File: config.mk
export PLATFORM = sky130hd
export DESIGN_NAME = power_mode_peripheral_interconnect
export DESIGN_NICKNAME = d
export VERILOG_FILES = /design/src/shared/pmi_pkg.sv /design/src/shared/mode_gate_if.sv /design/src/design/mode_decode.sv /design/src/design/power_mode_peripheral_interconnect.sv
export SDC_FILE = /design/constraint.sdc
export NUM_CORES = 1
export LEC_CHECK = 0
export BUFFER_PORTS_ARGS = -buffer_cell sky130_fd_sc_hd__buf_4
export CAP_MARGIN = 20
export CORE_MARGIN = 2
export CORE_UTILIZATION = 45
export CTS_CLUSTER_SIZE = 25
export DETAILED_ROUTE_END_ITERATION = 12
export PLACE_DENSITY_LB_ADDON = 0.08
export SYNTH_ARGS = -nofsm -noshare
export SYNTH_HDL_FRONTEND = slang
export SYNTH_SLANG_ARGS = --single-unit
File: constraint.sdc
create_clock -name i_clk -period 1.6 [get_ports i_clk]
set_input_delay 0.16 -clock i_clk [delete_from_list [all_inputs] [get_ports i_clk]]
set_output_delay 0.16 -clock i_clk [all_outputs]
set_load 0.03 [all_outputs]
File: src/shared/pmi_pkg.sv
// Package: power modes, route widths and constants for the interconnect router
package pmi_pkg;

  // ***************************************************************
  // Power modes (one-hot input bit positions)
  // ***************************************************************
  localparam int MODE_W        = 7;
  localparam int MODE_RUN      = 0;
  localparam int MODE_SLEEP    = 1;
  localparam int MODE_LP_RUN   = 2;
  localparam int MODE_LP_SLEEP = 3;
  localparam int MODE_STOP01   = 4;
  localparam int MODE_STOP2    = 5;
  localparam int MODE_VBAT     = 6;

  localparam logic [MODE_W-1:0] MODE_RESET = 7'h01;

  // ***************************************************************
  // Route widths
  // ***************************************************************
  localparam int NUM_COMP      = 2;
  localparam int NUM_LPCNT     = 2;
  localparam int NUM_CLK_SRC   = 6;
  localparam int NUM_FAULT     = 6;
  localparam int NUM_OSC_REQ   = 4;

  // Fault bit positions on the break bus
  localparam int FLT_CLK_SEC   = 0;
  localparam int FLT_HARD      = 1;
  localparam int FLT_PARITY    = 2;
  localparam int FLT_ECC       = 3;
  localparam int FLT_COMP      = 4;
  localparam int FLT_SUPPLY    = 5;

  // Fixed route latency in cycles (one output flop)
  localparam int ROUTE_LATENCY = 1;

endpackage : pmi_pkg

File: src/shared/mode_gate_if.sv
// Interface: decoded mode enables shared between router and gate module
`timescale 1ns/10ps
interface mode_gate_if;
  logic active;   // Run, Sleep, both low-power modes
  logic full_run; // Run or Sleep only
  logic stop01;   // Stop 0 or Stop 1
  logic stop2;    // Stop 2
  logic vbat;     // Backup battery supply

  modport decoder (output active, output full_run, output stop01, output stop2, output vbat);
  modport user    (input active, input full_run, input stop01, input stop2, input vbat);
endinterface : mode_gate_if

File: src/design/mode_decode.sv
// Module: registers the one-hot power mode and decodes route enables
`timescale 1ns/10ps
module mode_decode (
  input  wire logic                      i_clk,   // System clock
  input  wire logic                      i_rst,   // Async reset, high
  input  wire logic [pmi_pkg::MODE_W-1:0] i_mode, // One-hot mode, same domain
  mode_gate_if.decoder                   gate     // Decoded enables
);

  logic [pmi_pkg::MODE_W-1:0] mode_r;
  logic [pmi_pkg::MODE_W-1:0] mode_nxt;

  always_comb begin
    mode_nxt = i_mode;
    // Illegal code (not one-hot) holds the last good mode
    if (!$onehot(i_mode)) begin
      mode_nxt = mode_r;
    end
  end

  always_ff @(posedge i_clk or posedge i_rst) begin
    if (i_rst) begin
      mode_r <= pmi_pkg::MODE_RESET;
    end else begin
      mode_r <= mode_nxt;
    end
  end

  assign gate.full_run = mode_r[pmi_pkg::MODE_RUN] | mode_r[pmi_pkg::MODE_SLEEP];
  assign gate.active   = gate.full_run | mode_r[pmi_pkg::MODE_LP_RUN]
                       | mode_r[pmi_pkg::MODE_LP_SLEEP];
  assign gate.stop01   = mode_r[pmi_pkg::MODE_STOP01];
  assign gate.stop2    = mode_r[pmi_pkg::MODE_STOP2];
  assign gate.vbat     = mode_r[pmi_pkg::MODE_VBAT];

endmodule : mode_decode

File: src/design/power_mode_peripheral_interconnect.sv
// Module: mode-gated hardware routes between on-chip peripherals
`timescale 1ns/10ps

// How it works
// Timer sync/chaining only outside Stop
// Timer event triggers DMA, not Stop
// Timer blanking window to comparators, not Stop
// Timers fifteen/sixteen combine into infrared output
// Comparators feed advanced/wide timers outside Stop
// Comparators trigger counters; Stop 2 first only
// Converter watchdog triggers advanced timer, not Stop
// Calendar events to timer sixteen input
// Calendar alarms trigger counters; Stop 2 first
// Oscillator clocks selectable for measurement, not Stop
// USB frame start only in Run, Sleep
// Faults drive breaks of three timers
// Oscillator requests: feed requester, auto off
// UART receivers wake on start/match/frame
// I2C address match wakes in Stop 0/1 only
// Battery mode ignores external/calendar wake
// Pure hardware, fixed one-cycle latency; measurement clock three cycles
// One-hot mode gates each route
module power_mode_peripheral_interconnect #(
  parameter int NUM_COMP    = pmi_pkg::NUM_COMP,
  parameter int NUM_LPCNT   = pmi_pkg::NUM_LPCNT,
  parameter int NUM_CLK_SRC = pmi_pkg::NUM_CLK_SRC,
  parameter int NUM_FAULT   = pmi_pkg::NUM_FAULT,
  parameter int NUM_OSC_REQ = pmi_pkg::NUM_OSC_REQ
) (
  input  wire logic                         i_clk,               // System clock
  input  wire logic                         i_rst,               // Async reset, high
  input  wire logic [pmi_pkg::MODE_W-1:0]   i_mode,              // One-hot power mode
  input  wire logic                         i_tmr_sync,          // Timer sync/chain out
  input  wire logic                         i_tmr_dma_evt,       // Timer event for DMA
  input  wire logic                         i_tmr_blank,         // Timer blanking window
  input  wire logic                         i_t15_carrier,       // Timer fifteen output
  input  wire logic                         i_t16_envelope,      // Timer sixteen output
  input  wire logic [NUM_COMP-1:0]          i_comp_out,          // Comparator outputs
  input  wire logic                         i_adc_watchdog,      // Converter watchdog
  input  wire logic                         i_rtc_event,         // Calendar event
  input  wire logic                         i_rtc_alarm_tamper,  // Alarm or tamper
  input  wire logic [NUM_CLK_SRC-1:0]       i_osc_clk,           // Oscillator clocks, sampled
  input  wire logic [$clog2(NUM_CLK_SRC)-1:0] i_osc_sel,         // Measured source select
  input  wire logic                         i_usb_sof,           // USB start of frame
  input  wire logic [NUM_FAULT-1:0]         i_fault,             // Break sources
  input  wire logic [NUM_OSC_REQ-1:0]       i_osc_req,           // Oscillator requests
  input  wire logic                         i_osc_ready,         // Oscillator running
  input  wire logic [2:0]                   i_uart_evt,          // Start, match, frame
  input  wire logic [2:0]                   i_low_power_uart_evt,        // Start, match, frame
  input  wire logic                         i_i2c_addr_match,    // I2C address match
  input  wire logic                         i_exti_wake,         // External line wake
  input  wire logic                         i_rtc_wake,          // Calendar wake
  output logic                              o_tmr_sync,          // To timers
  output logic                              o_dma_m2m_trig,      // To DMA
  output logic                              o_comp_blank,        // To comparators
  output logic                              o_ir_out,            // Infrared output
  output logic [NUM_COMP-1:0]               o_adv_tmr_comp,      // Advanced timer inputs
  output logic [NUM_COMP-1:0]               o_wide_tmr_comp,     // Wide timer inputs
  output logic [NUM_LPCNT-1:0]              o_lpcnt_trig,        // Low-power counter trig
  output logic                              o_adv_tmr_adc_trig,  // Advanced timer trigger
  output logic                              o_t16_rtc_in,        // Timer sixteen input
  output logic                              o_meas_clk,          // Measurement channel
  output logic                              o_wide_tmr_sof,      // Wide timer trigger
  output logic                              o_break,             // Break to three timers
  output logic                              o_osc_en,            // Oscillator enable
  output logic [NUM_OSC_REQ-1:0]            o_osc_gate,          // Per-peripheral clock gate
  output logic                              o_uart_wake,         // Serial wakeup
  output logic                              o_i2c_wake,          // I2C wakeup
  output logic                              o_sys_wake           // Leave low-power mode
);

  // ***************************************************************
  // Mode decode
  // ***************************************************************
  mode_gate_if gate ();

  mode_decode u_mode_decode (
    .i_clk  (i_clk),
    .i_rst  (i_rst),
    .i_mode (i_mode),
    .gate   (gate)
  );

  // ***************************************************************
  // Input synchronisers for oscillator clocks (other domains)
  // ***************************************************************
  logic [NUM_CLK_SRC-1:0] osc_s1_r;
  logic [NUM_CLK_SRC-1:0] osc_s2_r;

  always_ff @(posedge i_clk or posedge i_rst) begin
    if (i_rst) begin
      osc_s1_r <= '0;
      osc_s2_r <= '0;
    end else begin
      osc_s1_r <= i_osc_clk;
      osc_s2_r <= osc_s1_r;
    end
  end

  // ***************************************************************
  // Route gating (combinational next values)
  // ***************************************************************
  logic                   lpcnt_src;
  logic                   stop_any;
  logic                   stop_wake_ok;
  logic                   tmr_sync_nxt;
  logic                   dma_nxt;
  logic                   blank_nxt;
  logic                   ir_nxt;
  logic [NUM_COMP-1:0]    adv_comp_nxt;
  logic [NUM_COMP-1:0]    wide_comp_nxt;
  logic [NUM_LPCNT-1:0]   lpcnt_nxt;
  logic                   adc_trig_nxt;
  logic                   t16_nxt;
  logic                   meas_nxt;
  logic                   sof_nxt;
  logic                   break_nxt;
  logic                   osc_en_nxt;
  logic [NUM_OSC_REQ-1:0] osc_gate_nxt;
  logic                   uart_nxt;
  logic                   i2c_nxt;
  logic                   sys_wake_nxt;

  always_comb begin
    stop_any      = gate.stop01 | gate.stop2;
    tmr_sync_nxt  = gate.active & i_tmr_sync;
    dma_nxt       = gate.active & i_tmr_dma_evt;
    blank_nxt     = gate.active & i_tmr_blank;
    // Carrier modulated by envelope
    ir_nxt        = gate.active & i_t15_carrier & i_t16_envelope;
    adv_comp_nxt  = gate.active ? i_comp_out : '0;
    wide_comp_nxt = gate.active ? i_comp_out : '0;
    adc_trig_nxt  = gate.active & i_adc_watchdog;
    t16_nxt       = gate.active & i_rtc_event;
    // Select codes past the last source read as idle, not unknown
    meas_nxt      = gate.active & (int'(i_osc_sel) < NUM_CLK_SRC)
                  & osc_s2_r[i_osc_sel];
    sof_nxt       = gate.full_run & i_usb_sof;
    break_nxt     = gate.active & (|i_fault);

    // Counter triggers: comparators or calendar alarm/tamper
    lpcnt_src = (|i_comp_out) | i_rtc_alarm_tamper;
    lpcnt_nxt = '0;
    if (gate.active || gate.stop01) begin
      lpcnt_nxt = {NUM_LPCNT{lpcnt_src}};
    end else if (gate.stop2) begin
      lpcnt_nxt[0] = lpcnt_src;
    end

    // Oscillator on only while requested; gate only requesters
    osc_en_nxt   = stop_any & (|i_osc_req);
    osc_gate_nxt = (stop_any && i_osc_ready) ? i_osc_req : '0;

    // Serial wake: UART in Stop 0/1 only, low-power UART also in Stop 2
    stop_wake_ok = gate.stop01 & (|i_uart_evt);
    uart_nxt     = stop_wake_ok | (stop_any & (|i_low_power_uart_evt));
    i2c_nxt      = gate.stop01 & i_i2c_addr_match;

    // Battery operation never woken by external lines or calendar
    sys_wake_nxt = 1'b0;
    if (!gate.vbat) begin
      sys_wake_nxt = uart_nxt | i2c_nxt
                   | (stop_any & (i_exti_wake | i_rtc_wake));
    end
  end

  // ***************************************************************
  // Output register: fixed one-cycle path latency
  // ***************************************************************
  always_ff @(posedge i_clk or posedge i_rst) begin
    if (i_rst) begin
      o_tmr_sync         <= 1'b0;
      o_dma_m2m_trig     <= 1'b0;
      o_comp_blank       <= 1'b0;
      o_ir_out           <= 1'b0;
      o_adv_tmr_comp     <= '0;
      o_wide_tmr_comp    <= '0;
      o_lpcnt_trig       <= '0;
      o_adv_tmr_adc_trig <= 1'b0;
      o_t16_rtc_in       <= 1'b0;
      o_meas_clk         <= 1'b0;
      o_wide_tmr_sof     <= 1'b0;
      o_break            <= 1'b0;
      o_osc_en           <= 1'b0;
      o_osc_gate         <= '0;
      o_uart_wake        <= 1'b0;
      o_i2c_wake         <= 1'b0;
      o_sys_wake         <= 1'b0;
    end else begin
      o_tmr_sync         <= tmr_sync_nxt;
      o_dma_m2m_trig     <= dma_nxt;
      o_comp_blank       <= blank_nxt;
      o_ir_out           <= ir_nxt;
      o_adv_tmr_comp     <= adv_comp_nxt;
      o_wide_tmr_comp    <= wide_comp_nxt;
      o_lpcnt_trig       <= lpcnt_nxt;
      o_adv_tmr_adc_trig <= adc_trig_nxt;
      o_t16_rtc_in       <= t16_nxt;
      o_meas_clk         <= meas_nxt;
      o_wide_tmr_sof     <= sof_nxt;
      o_break            <= break_nxt;
      o_osc_en           <= osc_en_nxt;
      o_osc_gate         <= osc_gate_nxt;
      o_uart_wake        <= uart_nxt;
      o_i2c_wake         <= i2c_nxt;
      o_sys_wake         <= sys_wake_nxt;
    end
  end

endmodule : power_mode_peripheral_interconnect

* After elaboration in Yosys (flattened, before gate mapping) *
Cells that the tools add are included.
W data, S select, Z words.

storage, ports and cells
  register bits = 40
  output and inout bits = 23
  input port bits = 49

operators by class
  equality and inequality tests = 1
  reduce and logical (&&, ||, !) cells = 7
  order comparisons = 2
  $add $sub $neg = 6
  bitwise gates (word level) = 25
  muxes and demuxes = 8

operators with widths
  kind                  count
  $and A1 B1 Y1         16
  $or A1 B1 Y1          9
  $add A1 B1 Y2         3
  $add A3 B3 Y3         2
  $reduce_or A3 Y1      2
  $reduce_or A6 Y1      1
  $mux W1               5
  $lt A3 B4 Y1 const B  1
  $mux W4               1
  $reduce_or A4 Y1      1
  $add A3 B1 Y3         1
  $bmux W1 S3           1
  $eq A3 B1 Y1 const B  1
  $lt A3 B3 Y1 const B  1
  $mux W2               1
  $reduce_or A2 Y1      1
  $logic_and A1 B1 Y1   1
  $logic_or A1 B1 Y1    1

* Longest topological paths before layout *
  word-level depth = 6
  mapped depth = 9
  depth with buffers taken out = 9

* Modules after synthesis *
From an unflattened synthesis, not the netlist that was laid out.

unflattened totals
  cells, all modules = 102
  area total of the unflattened synthesis = 1,527.7 um2

by module, submodules not included
  module                              seq. area each (um2)  cells each  instances  area each (um2)
  power_mode_peripheral_interconnect  825.8                 72          1          1,077.3
  mode_decode                         176.4                 30          1          450.4

* Worst setup path before layout *
No wires, ideal clock.

  path kind = input-to-reg
  from = input i_mode[4] (netlist bit)
  to = register u_mode_decode.mode_r[1] (netlist bit)
  cell stages on the path = 9
  library setup time = 125 ps
  buffers on the path = 0
  arrival = 2,382 ps
  setup slack = -906 ps
  cell sequence = ha_1 > inv_1 > fa_1 > inv_1 > ha_1 > fa_1 > xnor2_1 > nor3b_4 > mux2_2

on the way
  cells in the longest elaborated chain, start to end = 4

ends and longest elaborated chain
  item                                 line                                      RTL
  start: declaration                   power_mode_peripheral_interconnect.sv:32  input wire logic [pmi_pkg::MODE_W-1:0] i_mode,
  $add A1 B1 Y2 (implied by the code)  mode_decode.sv:16                         if (!$onehot(i_mode)) begin
  $add A3 B1 Y3 (implied by the code)  mode_decode.sv:16
  $add A3 B3 Y3 (implied by the code)  mode_decode.sv:16
  $eq A3 B1 Y1                         mode_decode.sv:16
  end signal: assignment               mode_decode.sv:23                         mode_r <= pmi_pkg::MODE_RESET;
  end signal: assignment               mode_decode.sv:25                         mode_r <= mode_nxt;
  end: declaration                     mode_decode.sv:10                         logic [pmi_pkg::MODE_W-1:0] mode_r;

Every way passes these cells.
A chain may end at the register's enable or synchronous reset.

* Worst setup path after layout *
  from = input i_mode[5] (netlist bit)
  to = register u_mode_decode.mode_r[1] (netlist bit)

The elaborated chain is that of the path after synthesis.

==> impl_metrics.csv <==
group,metric,value,unit
status,status,"finished, violations left",
status,failed_checks,"negative setup slack",
die,floorplan.initialDensity,0.460,
critical_path,crit_type,"in2reg",
global_route,overflow,0,
clock_tree,cts-root-buf,"clkbuf_4",
power_and_ir_drop,switchingPower,1.06,mW
die,fp-row-count,21,
power_and_ir_drop,p_leak,1.18,nW
timing,worstMarginPinSlew,486,ps
clock_tree,cts_sinks,40,
synthesis,synth_most_common_cell,"dfrtp_1",
critical_path,rrSetupSlack,380,ps
finish,nets,248,
clock_tree,cts_tree,"done",
global_route,gr-usage-met3,0.0621,
synthesis,synth_top_area_frac,0.646,
place,pre_cts_slack,-1010,ps
detailed_routing,first_pass_iters,4,
critical_path,r2r_cells,3,
die,fp.coreArea,3280,um^2
detailed_routing,post_drt_via_cell_ratio,4.54,
power_and_ir_drop,power,3.55,mW
job,drv_cap,0,
critical_path,cp-start-kind,"primary input",
finish,n_antenna_cell,0,
finish,stdcell_count,239,
critical_path,startpoint,"i_mode[5]",
power_and_ir_drop,vdd_drop_max,1160,uV
place,dp.cells,224,
synthesis,synth_top_flop_cell,"dfrtp_1",
detailed_routing,drc,0,
power_and_ir_drop,clkPwrFrac,0.272,
global_route,grt_pass1_vias,1096,
global_route,grt_pass1_wl,4950,um
global_route,antenna_found_initial,0,
global_route,grt_max_degree,41,
clock_tree,ctsLongestPathBuffers,2,
place,gp_congestion,0.694,
global_route,groute.usage.overall,0.188,
synthesis,yosysTopAreaCell,"dfrtp_1",
timing,final.setup_skew,7.75,ps
detailed_routing,dr.first_iter.drc_count,59,
synthesis,syn_avg_cell_area,14.2,um^2
power_and_ir_drop,p_sw_frac,0.299,
timing,period_minus_slack,2190,ps
synthesis,async_reset_ff_frac,1.00,
synthesis,ys_types,25,
detailed_routing,vias,1086,
finish,final_layout_size_suffix_gt1_frac,0.534,
critical_path,crit_slowest_cell,"fa_1",
clock_tree,cts_max_level,2,
synthesis,ys_top_cells_by_count,"dfrtp_1 (39), inv_1 (11), mux2_2 (8)",
synthesis,ys_top_cells_by_area,"dfrtp_1 (65%), mux2_2 (6.0%), fa_1 (4.0%), ha_1 (3.3%), nor2b_1 (2.9%)",
clock_tree,worstSkewPairLatency,340,ps
die,io-pin-count,72,
timing,slew_viol_final,0,
global_route,grt.busiest_layer,"met2",
finish,multiInputGateArea,513,um^2
finish,area_delta_synth_final,58.5,%
synthesis,ys_warn_count,0,
power_and_ir_drop,combPwrFrac,0.339,
synthesis,synth_seq_area_share,0.664,
timing,fin_ws,-590,ps
global_route,met2_usage,0.334,
timing,max_freq,0.457,GHz
synthesis,syn_inst,106,
critical_path,cp.depth,11,
finish,fillers,224,
power_and_ir_drop,intPower,2.49,mW
critical_path,r2r_start,"u_mode_decode.mode_r[4]",
critical_path,critPathMaxStageDelay,470,ps
critical_path,critPathCaptureType,"flop",
critical_path,cp_top_family,"adder cells",
timing,rsz0062_at_grt,"true",
finish,regArea,1000,um^2
die,die_w,61.9,um
synthesis,syn_area,1510,um^2
hold_path,hold_path_end,"o_wide_tmr_sof",
power_and_ir_drop,seq_power_share,0.389,
timing,setup_viol,7,
hold_path,worstHoldPathType,"in2reg",
place,portBuffers,71,
timing,timing_hold_violations_final,0,
critical_path,path_buf_inv,4,
global_route,grtUsageMet1,0.209,
die,die_h,61.9,um
place,hpwl,2540,um
detailed_routing,wl_per_cell,14.1,um
synthesis,ys_seq_elements,40,
timing,post-route-period-util,1.37,
critical_path,cp_max_fo,4,
timing,hold_slack,20.6,ps
detailed_routing,ant_nets,0,
die,die_area,3840,um^2
critical_path,path_cells,"buf_4, ha_4, inv_2, fa_1, inv_1, ha_2, fa_2, xnor2_2, nor3b_4, buf_6, mux2_4",
synthesis,synth_edf_count,0,
critical_path,cp_data_arrival_time,2430,ps
hold_path,hold_start,"i_usb_sof",
clock_tree,cts_buffers,5,
finish,final_core_util,0.729,
hold_path,worstHoldPathCells,2,
clock_tree,path_clk_slew,110,ps
critical_path,r2r_end,"o_sys_wake",
synthesis,syn_nets,162,
power_and_ir_drop,p_per_area,1480,nW/um^2
timing,relSlewSlack,0.676,
detailed_routing,totalWireLength,3370,um
critical_path,crit_required,1840,ps
cells in the final DEF, fill, tap and decap left out, types with 3 or more instances in the layout:
cell type | netlist | layout
clkbuf_4 | 0 | 5
mux2_4 | 0 | 6
inv_1 | 11 | 9
nor2_1 | 5 | 5
dlygate4sd3_1 | 0 | 7
bufinv_16 | 0 | 3
a21oi_1 | 4 | 4
nor2b_1 | 7 | 7
buf_4 | 2 | 71
dfrtp_1 | 39 | 39
buf_6 | 0 | 3
nor4_1 | 4 | 3
and3_1 | 4 | 4
registers in the layout, summed over array words and instances (netlist names), 2 cells and up:
signal and flops:
osc_s1_r 6, o_osc_gate 4, o_lpcnt_trig 2, osc_s2_r 6, u_mode_decode.mode_r 7, o_wide_tmr_comp 2
logic make-up (layout without fill, tap and decap cells):
logic type | after synthesis | after routing | share of synthesized area
XOR/XNOR | 1 | 1 | 0.00580
multiplexers | 9 | 9 | 0.0746
buffers and inverters | 14 | 101 | 0.0406
AO/OA/AOI/OAI | 7 | 7 | 0.0290
flip-flops | 40 | 40 | 0.664
adder cells (fa/ha/maj) | 7 | 7 | 0.0729
AND/OR/NAND/NOR | 28 | 28 | 0.114
power by group through the flow:
stage,Sequential [mW],Clock [mW],Combinational (mW)
2_1_floorplan,1.63,0,0.433
6_report,1.38,0.965,1.20
4_1_cts,1.38,0.981,1.22
3_5_place_dp,1.40,0,1.13
5_1_grt,1.41,1.03,1.29
3_3_place_gp,1.39,0,1.09
per-stage QoR:
| stage | cell area [um^2] | TNS, ps |
|---|---|---|
| floorplan | 1550 | -5800 |
| global placement | 2160 | -6600 |
| detailed placement | 2160 | -6930 |
| CTS | 2390 | -4380 |
| global route | 2390 | -4430 |
| finish | 2390 | -4090 |
worst max-delay path by stage:
stage / endpoint / slack, ps
floorplan: u_mode_decode.mode_r[1] / -840
global placement: u_mode_decode.mode_r[3] / -950
detailed placement: u_mode_decode.mode_r[1] / -1010
CTS: u_mode_decode.mode_r[1] / -630
global route: u_mode_decode.mode_r[1] / -640
finish: u_mode_decode.mode_r[1] / -590
final cells by class:
type                       count  share of cell area
clock buffer                   5              0.0157
tap                           46              0.0240
inverter                      11              0.0173
clock inverter                 3              0.0376
timing repair buffer          82               0.272
sequential                    40               0.419
multi-input combinational     52               0.214
worst register-to-register path, delay by kind of cell, from the launching register on:
family / cells / cell delay (ps)
compound gates: 2 / 280
simple gates: 1 / 360
flops: 1 / 460
repair_timing:
item	4_1_cts	5_1_grt
buffers inserted	0	0
setup endpoints to repair	7	7
endpoints found under the hold margin	45	0
pin swaps	5	2
hold buffers	7	0
gates resized for setup	11	0
per-layer routing:
layer	part of all wire	vias up	routed length, um
li1	-	520	-
met1	0.36	521	1210
met2	0.56	39	1870
met3	0.070	6	237
met4	0.015	0	51
met5	0	-	0
No activity file was read; power rests on OpenSTA's default activity.
